===== src/verilog/fdwh_defines.svh =====
`ifndef FDWH_DEFINES_SVH
`define FDWH_DEFINES_SVH
// status bit positions
`define FDWH_ST_CTRL_READY   0
`define FDWH_ST_DRIVE_READY  1
`define FDWH_ST_COAST        2
`define FDWH_ST_TRIP         3
`define FDWH_ST_OFF2         4
`define FDWH_ST_OFF3         5
`define FDWH_ST_IN_A         5
`define FDWH_ST_START_INH    6
`define FDWH_ST_WARN         7
`define FDWH_ST_SPEED_EQ     8
`define FDWH_ST_SERIAL_OK    9
`define FDWH_ST_FREQ_OK      10
`define FDWH_ST_RUNNING      11
`define FDWH_ST_IN_B         12
`define FDWH_ST_VOLT         13
`define FDWH_ST_CURR         14
`define FDWH_ST_THERM        15
// control bit positions
`define FDWH_CW_ON1          0
`define FDWH_CW_ON2          1
`define FDWH_CW_ON3          2
`define FDWH_CW_COAST_N      3
`define FDWH_CW_RESET        7
`define FDWH_CW_JOG1         8
`define FDWH_CW_JOG2         9
`define FDWH_CW_VALID        10
`define FDWH_CW_SLOW         11
`define FDWH_CW_CATCH        12
// telegram profile code for fieldbus layout
`define FDWH_PROFILE_FIELDBUS 2'h0
// scaling: 100 percent of span
`define FDWH_FULL_SCALE      16'h4000
// input refresh time in microseconds and derived sample period
`define FDWH_MIRROR_US       10000
`define FDWH_CLK_MHZ         10
`define FDWH_MIRROR_CYC      (`FDWH_MIRROR_US * `FDWH_CLK_MHZ)
// current-limit dwell before a trip, in clock cycles; arbitrary default
`define FDWH_TRIP_DELAY_CYC  50000
// reset values
`define FDWH_CW_RESET_VAL    16'h0000
`define FDWH_REF_RESET_VAL   16'h0000
`endif


===== src/verilog/fdwh_pkg.sv =====
package fdwh_pkg;
  typedef enum logic [1:0] {
    FDWH_LAYOUT_NATIVE   = 2'h0,
    FDWH_LAYOUT_MIRROR   = 2'h1,
    FDWH_LAYOUT_FIELDBUS = 2'h2
  } fdwh_layout_type;

  typedef struct packed {
    logic [15:0] control_word;
    logic [15:0] reference_word;
  } fdwh_telegram_type;

  typedef struct packed {
    logic        speed_eq_ref;
    logic        local_ctrl;
    logic        freq_at_limit;
    logic        start_signal;
    logic        dc_volt_warn;
    logic        current_over;
    logic        thermal_warn;
    logic        drive_ready;
    logic        coasting_in;
    logic        warning;
    logic        trip;
    logic        not_ready;
  } fdwh_drive_state_type;

  typedef enum logic [2:0] {
    FDWH_TRP_IDLE  = 3'b001,
    FDWH_TRP_LIMIT = 3'b010,
    FDWH_TRP_TRIP  = 3'b100
  } fdwh_trip_state_type;
endpackage


===== src/verilog/fdwh_word_handler.sv =====
`timescale 1ns/1ps
`include "fdwh_defines.svh"
module fdwh_word_handler #(
  parameter int TRIP_DELAY_CYC  = `FDWH_TRIP_DELAY_CYC,
  parameter int MIRROR_CYC      = `FDWH_MIRROR_CYC,
  parameter bit FIELDBUS_FITTED = 1'b1
) (
  input  wire logic                         clk_sys,
  input  wire logic                         reset,
  input  wire logic                         telegram_valid,
  input  wire fdwh_pkg::fdwh_telegram_type  telegram,
  input  wire logic [1:0]                   telegram_profile,
  input  wire logic                         mirror_select,
  input  wire logic [4:0]                   input_pins,
  input  wire fdwh_pkg::fdwh_drive_state_type drive_state,
  input  wire logic [15:0]                  out_freq_hz,
  input  wire logic [15:0]                  freq_low_limit,
  input  wire logic [15:0]                  freq_high_limit,
  input  wire logic                         relay_ramp_stop_sel,
  input  wire logic [15:0]                  adjust_amount,
  input  wire logic [15:0]                  ref_min,
  input  wire logic [15:0]                  ref_max,
  output logic                              serial_accepted,
  output logic [15:0]                       status_word,
  output logic [15:0]                       output_frequency_word,
  output logic [15:0]                       applied_control_word,
  output logic signed [16:0]                speed_setpoint,
  output logic                              reverse_dir,
  output logic                              ramp_stop,
  output logic                              jog1_sel,
  output logic                              jog2_sel,
  output logic                              relay_out,
  output logic                              trip_reset_pulse,
  output logic                              trip_out,
  output fdwh_pkg::fdwh_layout_type         active_layout
);
  import fdwh_pkg::*;

  // refuse counts that the timers cannot serve
  if (TRIP_DELAY_CYC < 1 || MIRROR_CYC < 1) begin : g_count_check
    $error("fdwh_word_handler: counts must be at least one");
  end

  logic [15:0]         cw_r;
  logic [15:0]         ref_r;
  logic                reset_bit_prev_r;
  logic                start_inh_r;
  logic [4:0]          mirror_r;
  logic [31:0]         mirror_cnt_r;
  logic [31:0]         trip_cnt_r;
  fdwh_trip_state_type trip_st_r;
  fdwh_trip_state_type trip_st_nxt;
  logic                fb_mode;
  logic                serial_ok;
  logic                on123;
  logic                rise7;
  logic                freq_nonzero;
  logic                freq_ok;
  logic signed [16:0]  ref_adj;
  logic [15:0]         st_nxt;
  logic [15:0]         span;
  logic [31:0]         scaled;
  logic                off23_evt;

  assign fb_mode   = (telegram_profile == `FDWH_PROFILE_FIELDBUS);
  assign serial_ok = !drive_state.local_ctrl;
  assign serial_accepted = serial_ok;

  always_comb begin
    if (mirror_select && FIELDBUS_FITTED) begin
      active_layout = FDWH_LAYOUT_MIRROR;
    end else if (fb_mode) begin
      active_layout = FDWH_LAYOUT_FIELDBUS;
    end else begin
      active_layout = FDWH_LAYOUT_NATIVE;
    end
  end

  // whole telegram taken at once, only when valid and serial control allowed
  always_ff @(posedge clk_sys) begin
    if (reset) begin
      cw_r  <= `FDWH_CW_RESET_VAL;
      ref_r <= `FDWH_REF_RESET_VAL;
    end else if (telegram_valid && serial_ok && telegram.control_word[`FDWH_CW_VALID]) begin
      cw_r  <= telegram.control_word;
      ref_r <= telegram.reference_word;
    end
  end
  assign applied_control_word = cw_r;

  always_ff @(posedge clk_sys) begin
    if (reset) begin
      reset_bit_prev_r <= 1'b0;
    end else begin
      reset_bit_prev_r <= cw_r[`FDWH_CW_RESET];
    end
  end
  assign rise7 = cw_r[`FDWH_CW_RESET] && !reset_bit_prev_r;
  assign trip_reset_pulse = rise7;

  assign on123     = cw_r[`FDWH_CW_ON1] && cw_r[`FDWH_CW_ON2] && cw_r[`FDWH_CW_ON3];
  assign ramp_stop = fb_mode && !on123;
  assign jog1_sel  = fb_mode && cw_r[`FDWH_CW_JOG1];
  assign jog2_sel  = fb_mode && !cw_r[`FDWH_CW_JOG1] && cw_r[`FDWH_CW_JOG2];
  assign reverse_dir = ref_r[15];

  // signed reference adjust; slow-down has priority over catch-up
  always_comb begin
    ref_adj = $signed({ref_r[15], ref_r});
    if (fb_mode && cw_r[`FDWH_CW_SLOW]) begin
      ref_adj = ref_adj - $signed({1'b0, adjust_amount});
    end else if (fb_mode && cw_r[`FDWH_CW_CATCH]) begin
      ref_adj = ref_adj + $signed({1'b0, adjust_amount});
    end
  end
  always_ff @(posedge clk_sys) begin
    if (reset) begin
      speed_setpoint <= 17'sh00000;
    end else begin
      speed_setpoint <= ref_adj;
    end
  end

  assign freq_nonzero = (out_freq_hz != 16'h0000);
  assign freq_ok = (out_freq_hz > freq_low_limit) && (out_freq_hz < freq_high_limit);

  always_ff @(posedge clk_sys) begin
    if (reset) begin
      relay_out <= 1'b0;
    end else begin
      relay_out <= relay_ramp_stop_sel && !freq_nonzero;
    end
  end

  // current-limit dwell timer leading to trip
  always_comb begin
    trip_st_nxt = trip_st_r;
    case (trip_st_r)
      FDWH_TRP_IDLE: begin
        if (drive_state.current_over) begin
          trip_st_nxt = FDWH_TRP_LIMIT;
        end
      end
      FDWH_TRP_LIMIT: begin
        if (!drive_state.current_over) begin
          trip_st_nxt = FDWH_TRP_IDLE;
        end else if (trip_cnt_r >= 32'(TRIP_DELAY_CYC - 1)) begin
          trip_st_nxt = FDWH_TRP_TRIP;
        end
      end
      FDWH_TRP_TRIP: begin
        if (rise7) begin
          trip_st_nxt = FDWH_TRP_IDLE;
        end
      end
      default: trip_st_nxt = FDWH_TRP_IDLE;
    endcase
  end
  always_ff @(posedge clk_sys) begin
    if (reset) begin
      trip_st_r <= FDWH_TRP_IDLE;
    end else begin
      trip_st_r <= trip_st_nxt;
    end
  end
  always_ff @(posedge clk_sys) begin
    if (reset) begin
      trip_cnt_r <= 32'h0;
    end else if (trip_st_r == FDWH_TRP_LIMIT) begin
      trip_cnt_r <= trip_cnt_r + 32'h1;
    end else begin
      trip_cnt_r <= 32'h0;
    end
  end
  assign trip_out = (trip_st_r == FDWH_TRP_TRIP) || drive_state.trip;

  // start inhibit: set wins over the master's clear
  assign off23_evt = fb_mode && (!cw_r[`FDWH_CW_ON2] || !cw_r[`FDWH_CW_ON3]);
  always_ff @(posedge clk_sys) begin
    if (reset) begin
      start_inh_r <= 1'b1;
    end else if (rise7 || off23_evt) begin
      start_inh_r <= 1'b1;
    end else if (!cw_r[`FDWH_CW_ON1] && cw_r[`FDWH_CW_ON2] && cw_r[`FDWH_CW_ON3] && cw_r[`FDWH_CW_VALID]) begin
      start_inh_r <= 1'b0;
    end
  end

  // input mirror sampled once per refresh period
  always_ff @(posedge clk_sys) begin
    if (reset) begin
      mirror_cnt_r <= 32'h0;
      mirror_r     <= 5'h00;
    end else if (mirror_cnt_r >= 32'(MIRROR_CYC - 1)) begin
      mirror_cnt_r <= 32'h0;
      mirror_r     <= input_pins;
    end else begin
      mirror_cnt_r <= mirror_cnt_r + 32'h1;
    end
  end

  always_comb begin
    st_nxt = 16'h0000;
    st_nxt[`FDWH_ST_CTRL_READY]  = !drive_state.not_ready;
    st_nxt[`FDWH_ST_DRIVE_READY] = drive_state.drive_ready;
    st_nxt[`FDWH_ST_COAST]       = !drive_state.coasting_in;
    st_nxt[`FDWH_ST_TRIP]        = trip_out;
    st_nxt[`FDWH_ST_WARN]        = drive_state.warning;
    st_nxt[`FDWH_ST_SPEED_EQ]    = drive_state.speed_eq_ref;
    st_nxt[`FDWH_ST_SERIAL_OK]   = serial_ok;
    st_nxt[`FDWH_ST_FREQ_OK]     = freq_ok && !drive_state.freq_at_limit;
    st_nxt[`FDWH_ST_RUNNING]     = drive_state.start_signal || freq_nonzero;
    st_nxt[`FDWH_ST_VOLT]        = drive_state.dc_volt_warn;
    st_nxt[`FDWH_ST_CURR]        = drive_state.current_over;
    st_nxt[`FDWH_ST_THERM]       = drive_state.thermal_warn;
    case (active_layout)
      FDWH_LAYOUT_MIRROR: begin
        st_nxt[`FDWH_ST_IN_A]  = mirror_r[0];
        st_nxt[`FDWH_ST_IN_B]  = mirror_r[1];
        st_nxt[`FDWH_ST_VOLT]  = mirror_r[2];
        st_nxt[`FDWH_ST_CURR]  = mirror_r[3];
        st_nxt[`FDWH_ST_THERM] = mirror_r[4];
      end
      FDWH_LAYOUT_FIELDBUS: begin
        st_nxt[`FDWH_ST_CTRL_READY] = on123 && !drive_state.not_ready;
        st_nxt[`FDWH_ST_COAST] = on123 && cw_r[`FDWH_CW_COAST_N] && !trip_out;
        st_nxt[`FDWH_ST_OFF2] = !cw_r[`FDWH_CW_ON2];
        st_nxt[`FDWH_ST_OFF3] = !cw_r[`FDWH_CW_ON3];
        st_nxt[`FDWH_ST_START_INH] = start_inh_r;
        st_nxt[`FDWH_ST_WARN] = drive_state.warning;
      end
      default: begin
      end
    endcase
  end

  // output frequency scaled to the low..high limit span
  always_comb begin
    span   = freq_high_limit - freq_low_limit;
    scaled = 32'h0;
    if (span != 16'h0000) begin
      scaled = (32'(out_freq_hz - freq_low_limit) * 32'(`FDWH_FULL_SCALE)) / 32'(span);
      if (out_freq_hz < freq_low_limit) begin
        scaled = 32'h0;
      end else if (scaled > 32'h7fff) begin
        scaled = 32'h7fff;
      end
    end
  end

  always_ff @(posedge clk_sys) begin
    if (reset) begin
      status_word           <= 16'h0000;
      output_frequency_word <= 16'h0000;
    end else begin
      status_word           <= st_nxt;
      output_frequency_word <= scaled[15:0];
    end
  end
endmodule


===== config.mk =====
export PLATFORM = sky130hd
export DESIGN_NAME = fdwh_word_handler
export DESIGN_NICKNAME = d
export VERILOG_FILES = /design/src/verilog/fdwh_pkg.sv /design/src/verilog/fdwh_word_handler.sv
export VERILOG_INCLUDE_DIRS = /design/src /design/src/verilog
export SDC_FILE = /design/constraint.sdc
export NUM_CORES = 2
export LEC_CHECK = 0
export ABC_AREA = 1
export BUFFER_PORTS_ARGS = -buffer_cell sky130_fd_sc_hd__buf_2
export CAP_MARGIN = 10
export CORE_UTILIZATION = 30
export DETAILED_ROUTE_END_ITERATION = 10
export SYNTH_ARGS = -nofsm -noshare
export SYNTH_HDL_FRONTEND = slang
export SYNTH_SLANG_ARGS = --single-unit

===== constraint.sdc =====
create_clock -name clk_sys -period 121.9 [get_ports clk_sys]
set_clock_uncertainty 0.2 [all_clocks]
set_input_delay 12.19 -clock clk_sys [delete_from_list [all_inputs] [get_ports clk_sys]]
set_output_delay 12.19 -clock clk_sys [all_outputs]
set_load 0.01 [all_outputs]

# Word level (Yosys, flattened, before mapping)
# Index checks and enable logic that the tools add are counted.
# W data, S select, Z words.
# totals
register_bits,156
latchBits,0
ram_bits,0
romBits,0
input_bits,152
out_inout_bits,75
word_cells,102
n_memories,0
# classes
add_sub_neg,6
n_mul,0
div,1
magnitude_cmp,6
n_eq_ne,8
n_shift,0
mux,14
bitwise_logic,4
n_reduce_logical,48
# ops
cell,count
$add A32 B1 Y32 const B,2
$mux W17,2
$div A32 B16 Y32,1
$ge A32 B16 Y1 const B,1
$ge A32 B17 Y1 const B,1
$gt A32 B15 Y1 const B,1
$lt A16 B16 Y1,2
$reduce_bool A16 Y1,2
$logic_and A1 B1 Y1,21
$add A16 B17 Y17,1
$sub A16 B16 Y17,1
$sub A16 B17 Y17,1
$gt A16 B16 Y1,1
$sub A16 B16 Y16,1
$mux W15,1
$logic_not A1 Y1,12
$mux W3,4
$reduce_or A2 Y1,5
$pmux W3 S3,1
$logic_or A1 B1 Y1,4
$mux W2,2
$mux W4,1
$ne A2 B2 Y1 const B,2
$not A1 Y1,4
12 further kinds,13

# Logic depth before layout (Yosys ltp)
# logic_depth
ltp_word,6
depth_mapped,622
ltp_nobuf,567

# Worst setup path before layout
# OpenSTA, ideal clock, no wires.
# synth_timing
path_type,input -> register
from,input port freq_high_limit[0]
to,register output_frequency_word[0]
setup_time_ns,0.114
t_arrival_ns,91.285
required_ns,121.586
path_slack_ns,30.301
path_stages,587
path_cell_list,inv_1 > ha_1 > inv_2 > fa_1 > nand2_1 > a21oi_2 > xnor2_1 > nand2_1 > nor2_4 > nand4_1 > nand3_1 > nand2_1 > ha_1 > or3_1 > nand2_1 > nand3_1 > nand2_1 > inv_1 > (+551 left out) > nand4_4 > nor2_4 > nand2_4 > nor2_8 > nand2_4 > buf_6 > buf_2 > a21oi_1 > ha_1 > a21oi_1 > nor2_1 > a211oi_1 > o221a_2 > nand4_1 > nor2_1 > nand2_1 > nor2_1 > nor2_1
# synth_via
elab_chain_cells,4
word_cells_on_any_way,7
# synth_lines
element,line_no,source
from (decl),fdwh_word_handler.sv:18,"input wire logic [15:0] freq_high_limit,"
$sub A16 B16 Y16 *,fdwh_word_handler.sv:239,span = freq_high_limit - freq_low_limit;
$div A32 B16 Y32 / $reduce_bool A16 Y1 (equally long branches),"fdwh_word_handler.sv:242, fdwh_word_handler.sv:241",
$gt A32 B15 Y1 / $not A1 Y1 (equally long branches),-,
$mux W15 / $reduce_or A3 Y1 (equally long branches),-,
to (signal assigned),fdwh_word_handler.sv:257,output_frequency_word <= scaled[15:0];
to (decl),fdwh_word_handler.sv:25,"output logic [15:0] output_frequency_word,"
# Mark *: on every way between the ends. The rest lies on a longest branch, timed or not.
# A chain may end at the register's enable or synchronous reset.

# Worst setup path in the final report
# Ends and elaborated chain as after synthesis.

==> results.cfg <==
[final_layout]
fillers = 12300
seqCellArea_um2 = 3120
multi_input_area_um2 = 26700
stdcell_count = 7169
drive_gt1_share_pct = 10.7
nets = 6281
areaGrowthSynthToFinish_pct = 9.34

[clocking]
cts_resized = 0
numCtsBuffers = 17
cts_tree = done
post_cts_buffers = 0
insertion_delay_ns = 0.52
clkTransAtPathRegs_ns = 0.11
cts_hold_buf = 0
cts_max_level = 4
cts.sinks = 156
clk_path_buf_depth = 2
cts-root-buf = clkbuf_16

[synth]
synthesis.area_um2 = 33600
ys_top_cells_by_area = ha_1, nand2_1, dfxtp_1, inv_1, a21oi_1
seq_area_frac_synth_pct = 9.30
synth_warnings = 0
synth-seq-cells = 156
yosysTopAreaCell = ha_1
ys_types = 78
synth_edf_count = 0
yosysTopAreaCellShare_pct = 17.1
synth_cells = 5517
synth_area_per_cell_um2 = 6.09
async_reset_ff_share_pct = 0
ys.flop_type = dfxtp_1

[floorplanning]
die_area_um2 = 113000
dieHeight_um = 337
die_x_um = 337
rows = 122
pin_count = 227
core-area_um2 = 111000
start_util_pct = 30.3

[timing]
slew_viol_final = 0
hold_viol_final = 0
slew_headroom_pct = 33.1
setup_viol = 0
worst_pin_slew_ns = 1.00
tns_ns = 0
fin_crit_ns = 102.17
rsz0062_at_grt = no
maxClockFrequency_mhz = 9.79
period_share_pct = 83.8

[worst_hold_path]
min_from = start_inh_r
min_path_cells = 2
hp-class = reg -> reg
hold_path_end = status_word[6]

[grt]
top_usage_layer = met2
grt.total_usage_pct = 16.8
grt_max_degree = 53
grtUsageMet1_pct = 23.1
grt_use_met3_pct = 1.62
grt_pass1_wl_mm = 158
overflow = 0
met2_usage_pct = 28.4
antenna_found_initial = 6
grt_pass1_vias = 31900

[drt]
routedWlPerCell_um = 13.5
vias = 34700
finalWirelength_mm = 96.9
antenna_left = 0
drcViolationCount = 0
drt-pass1-iter-count = 6
drt_iter0_markers = 2091
avgViaCountPerCell = 4.84

[critical_path]
regToRegEndpoint = speed_setpoint[16]
cp.arrival_ns = 102.38
critical_path.startpoint_type = primary input
cp_common_cell = nand2_1
crit_family = compound AO/OA/AOI/OAI gates
cp_slowest_stage_delay_ns = 0.65
cp_max_fo = 41
worstSetupEndpointType = flip-flop
critPathSlowestCell = inv_1
crit_type = in -> reg
worst-path-buf-inv = 82
timing.rr.start = ref_r[0]
r2r_slack_ns = 117.49
r2r_cells = 20
cp.required_ns = 122.11

[status]
outcome = finished, final reports clean

[placed_design]
io_buffers = 194
gp_congestion = 0.908
dp.cells = 7133
dp_hpwl_mm = 76.1

[flow_run]
cap_violations = 0
==> final cells by class <==
type                       instances  share of cell area, %
antenna                            4                 0.0273
clock buffer                      17                   1.16
clock inverter                    15                  0.504
inverter                         858                   8.82
multi-input combinational       4415                   72.8
sequential                       156                   8.51
tap                             1488                   5.07
timing repair buffer             216                   3.09
==> synth_stat cells (all sizes together) (13+ instances only) <==
cell / n
o21bai: 63
nand2: 1337
or2: 54
buf: 37
xnor2: 150
nand4: 94
nor4: 28
a31oi: 13
nor2: 496
inv: 848
clkbuf: 66
o211ai: 27
ha: 460
o21ai: 470
nand3: 353
nand3b: 17
a21oi: 460
dfxtp: 156
o21a: 14
a21o: 32
xor2: 185
o31ai: 20
nor3: 51
==> layer usage <==
| metal | vias to the layer above | part of all wire, % |
|---|---|---|
| met4 | 0 | 1.6 |
| li1 | 18500 | - |
| met1 | 15500 | 50 |
| met3 | 102 | 4.0 |
| met5 | - | 0 |
| met2 | 624 | 44 |
==> sequential cells by signal, indices dropped and copies added, names as in the netlist <==
register / flops
trip_st_r: 3
applied_control_word: 16
trip_cnt_r: 32
relay_out: 1
reset_bit_prev_r: 1
ref_r: 16
mirror_r: 5
start_inh_r: 1
status_word: 16
mirror_cnt_r: 32
output_frequency_word: 16
speed_setpoint: 17
==> worst register-to-register path, cell delays in order (launching register included) <==
cell     delay [ns]
dfxtp_1        0.36
inv_1          0.07
ha_1           0.21
fa_1           0.42
o31ai_1        0.45
inv_1          0.08
o21ai_0        0.33
inv_1          0.06
o21ai_0        0.29
inv_1          0.07
o21ai_0        0.29
inv_1          0.07
o21ai_0        0.30
a21oi_1        0.13
o21ai_0        0.33
a21oi_1        0.11
nor2_1         0.10
o21ai_0        0.07
nand3_1        0.14
o21ai_0        0.10
a21oi_1        0.15
==> cell families after synthesis <==
family | count (synthesis) | synth area share (%)
flip-flops | 156 | 9.30
XOR/XNOR | 335 | 8.83
buffers and inverters | 961 | 11.5
AO/OA/AOI/OAI | 1142 | 19.1
other | 1 | 0.0112
adder cells (fa/ha/maj) | 465 | 17.4
AND/OR/NAND/NOR | 2457 | 33.8
==> worst max path at each step <==
stage | depth (start not counted) | end | start
after global routing | 545 | output_frequency_word[0] | freq_high_limit[0]
final | 541 | output_frequency_word[0] | freq_high_limit[0]
after global placement | 538 | output_frequency_word[0] | freq_high_limit[0]
after floorplan | 587 | output_frequency_word[0] | freq_high_limit[0]
after CTS | 542 | output_frequency_word[0] | freq_high_limit[0]
after detailed placement | 543 | output_frequency_word[0] | freq_high_limit[0]
==> per-stage QoR <==
step | util (%) | hold slack (ns) | setup WS, ns | area (um^2)
5_1_grt | 33.1 | 0.250 | 8.90 | 36700
3_5_place_dp | 32.6 | 0.220 | 19.64 | 36100
4_1_cts | 33.1 | 0.226 | 19.85 | 36700
3_3_place_gp | 32.6 | 0.225 | 20.79 | 36100
6_report | 33.1 | 0.228 | 19.73 | 36700
2_1_floorplan | - | 0.205 | 30.30 | 33600
==> cells in the final DEF (no fill, tap or decap), drive strengths merged, types with 150 or more instances in the layout <==
cell / count
xnor2: 150
nand2: 1337
a21oi: 460
buf: 216
ha: 460
nand3: 353
nor2: 496
xor2: 185
o21ai: 470
inv: 856
dfxtp: 156
Power is left out: the tool's default activity adds up to more than one toggle a clock period on the data nets, which glitch-free logic cannot reach.
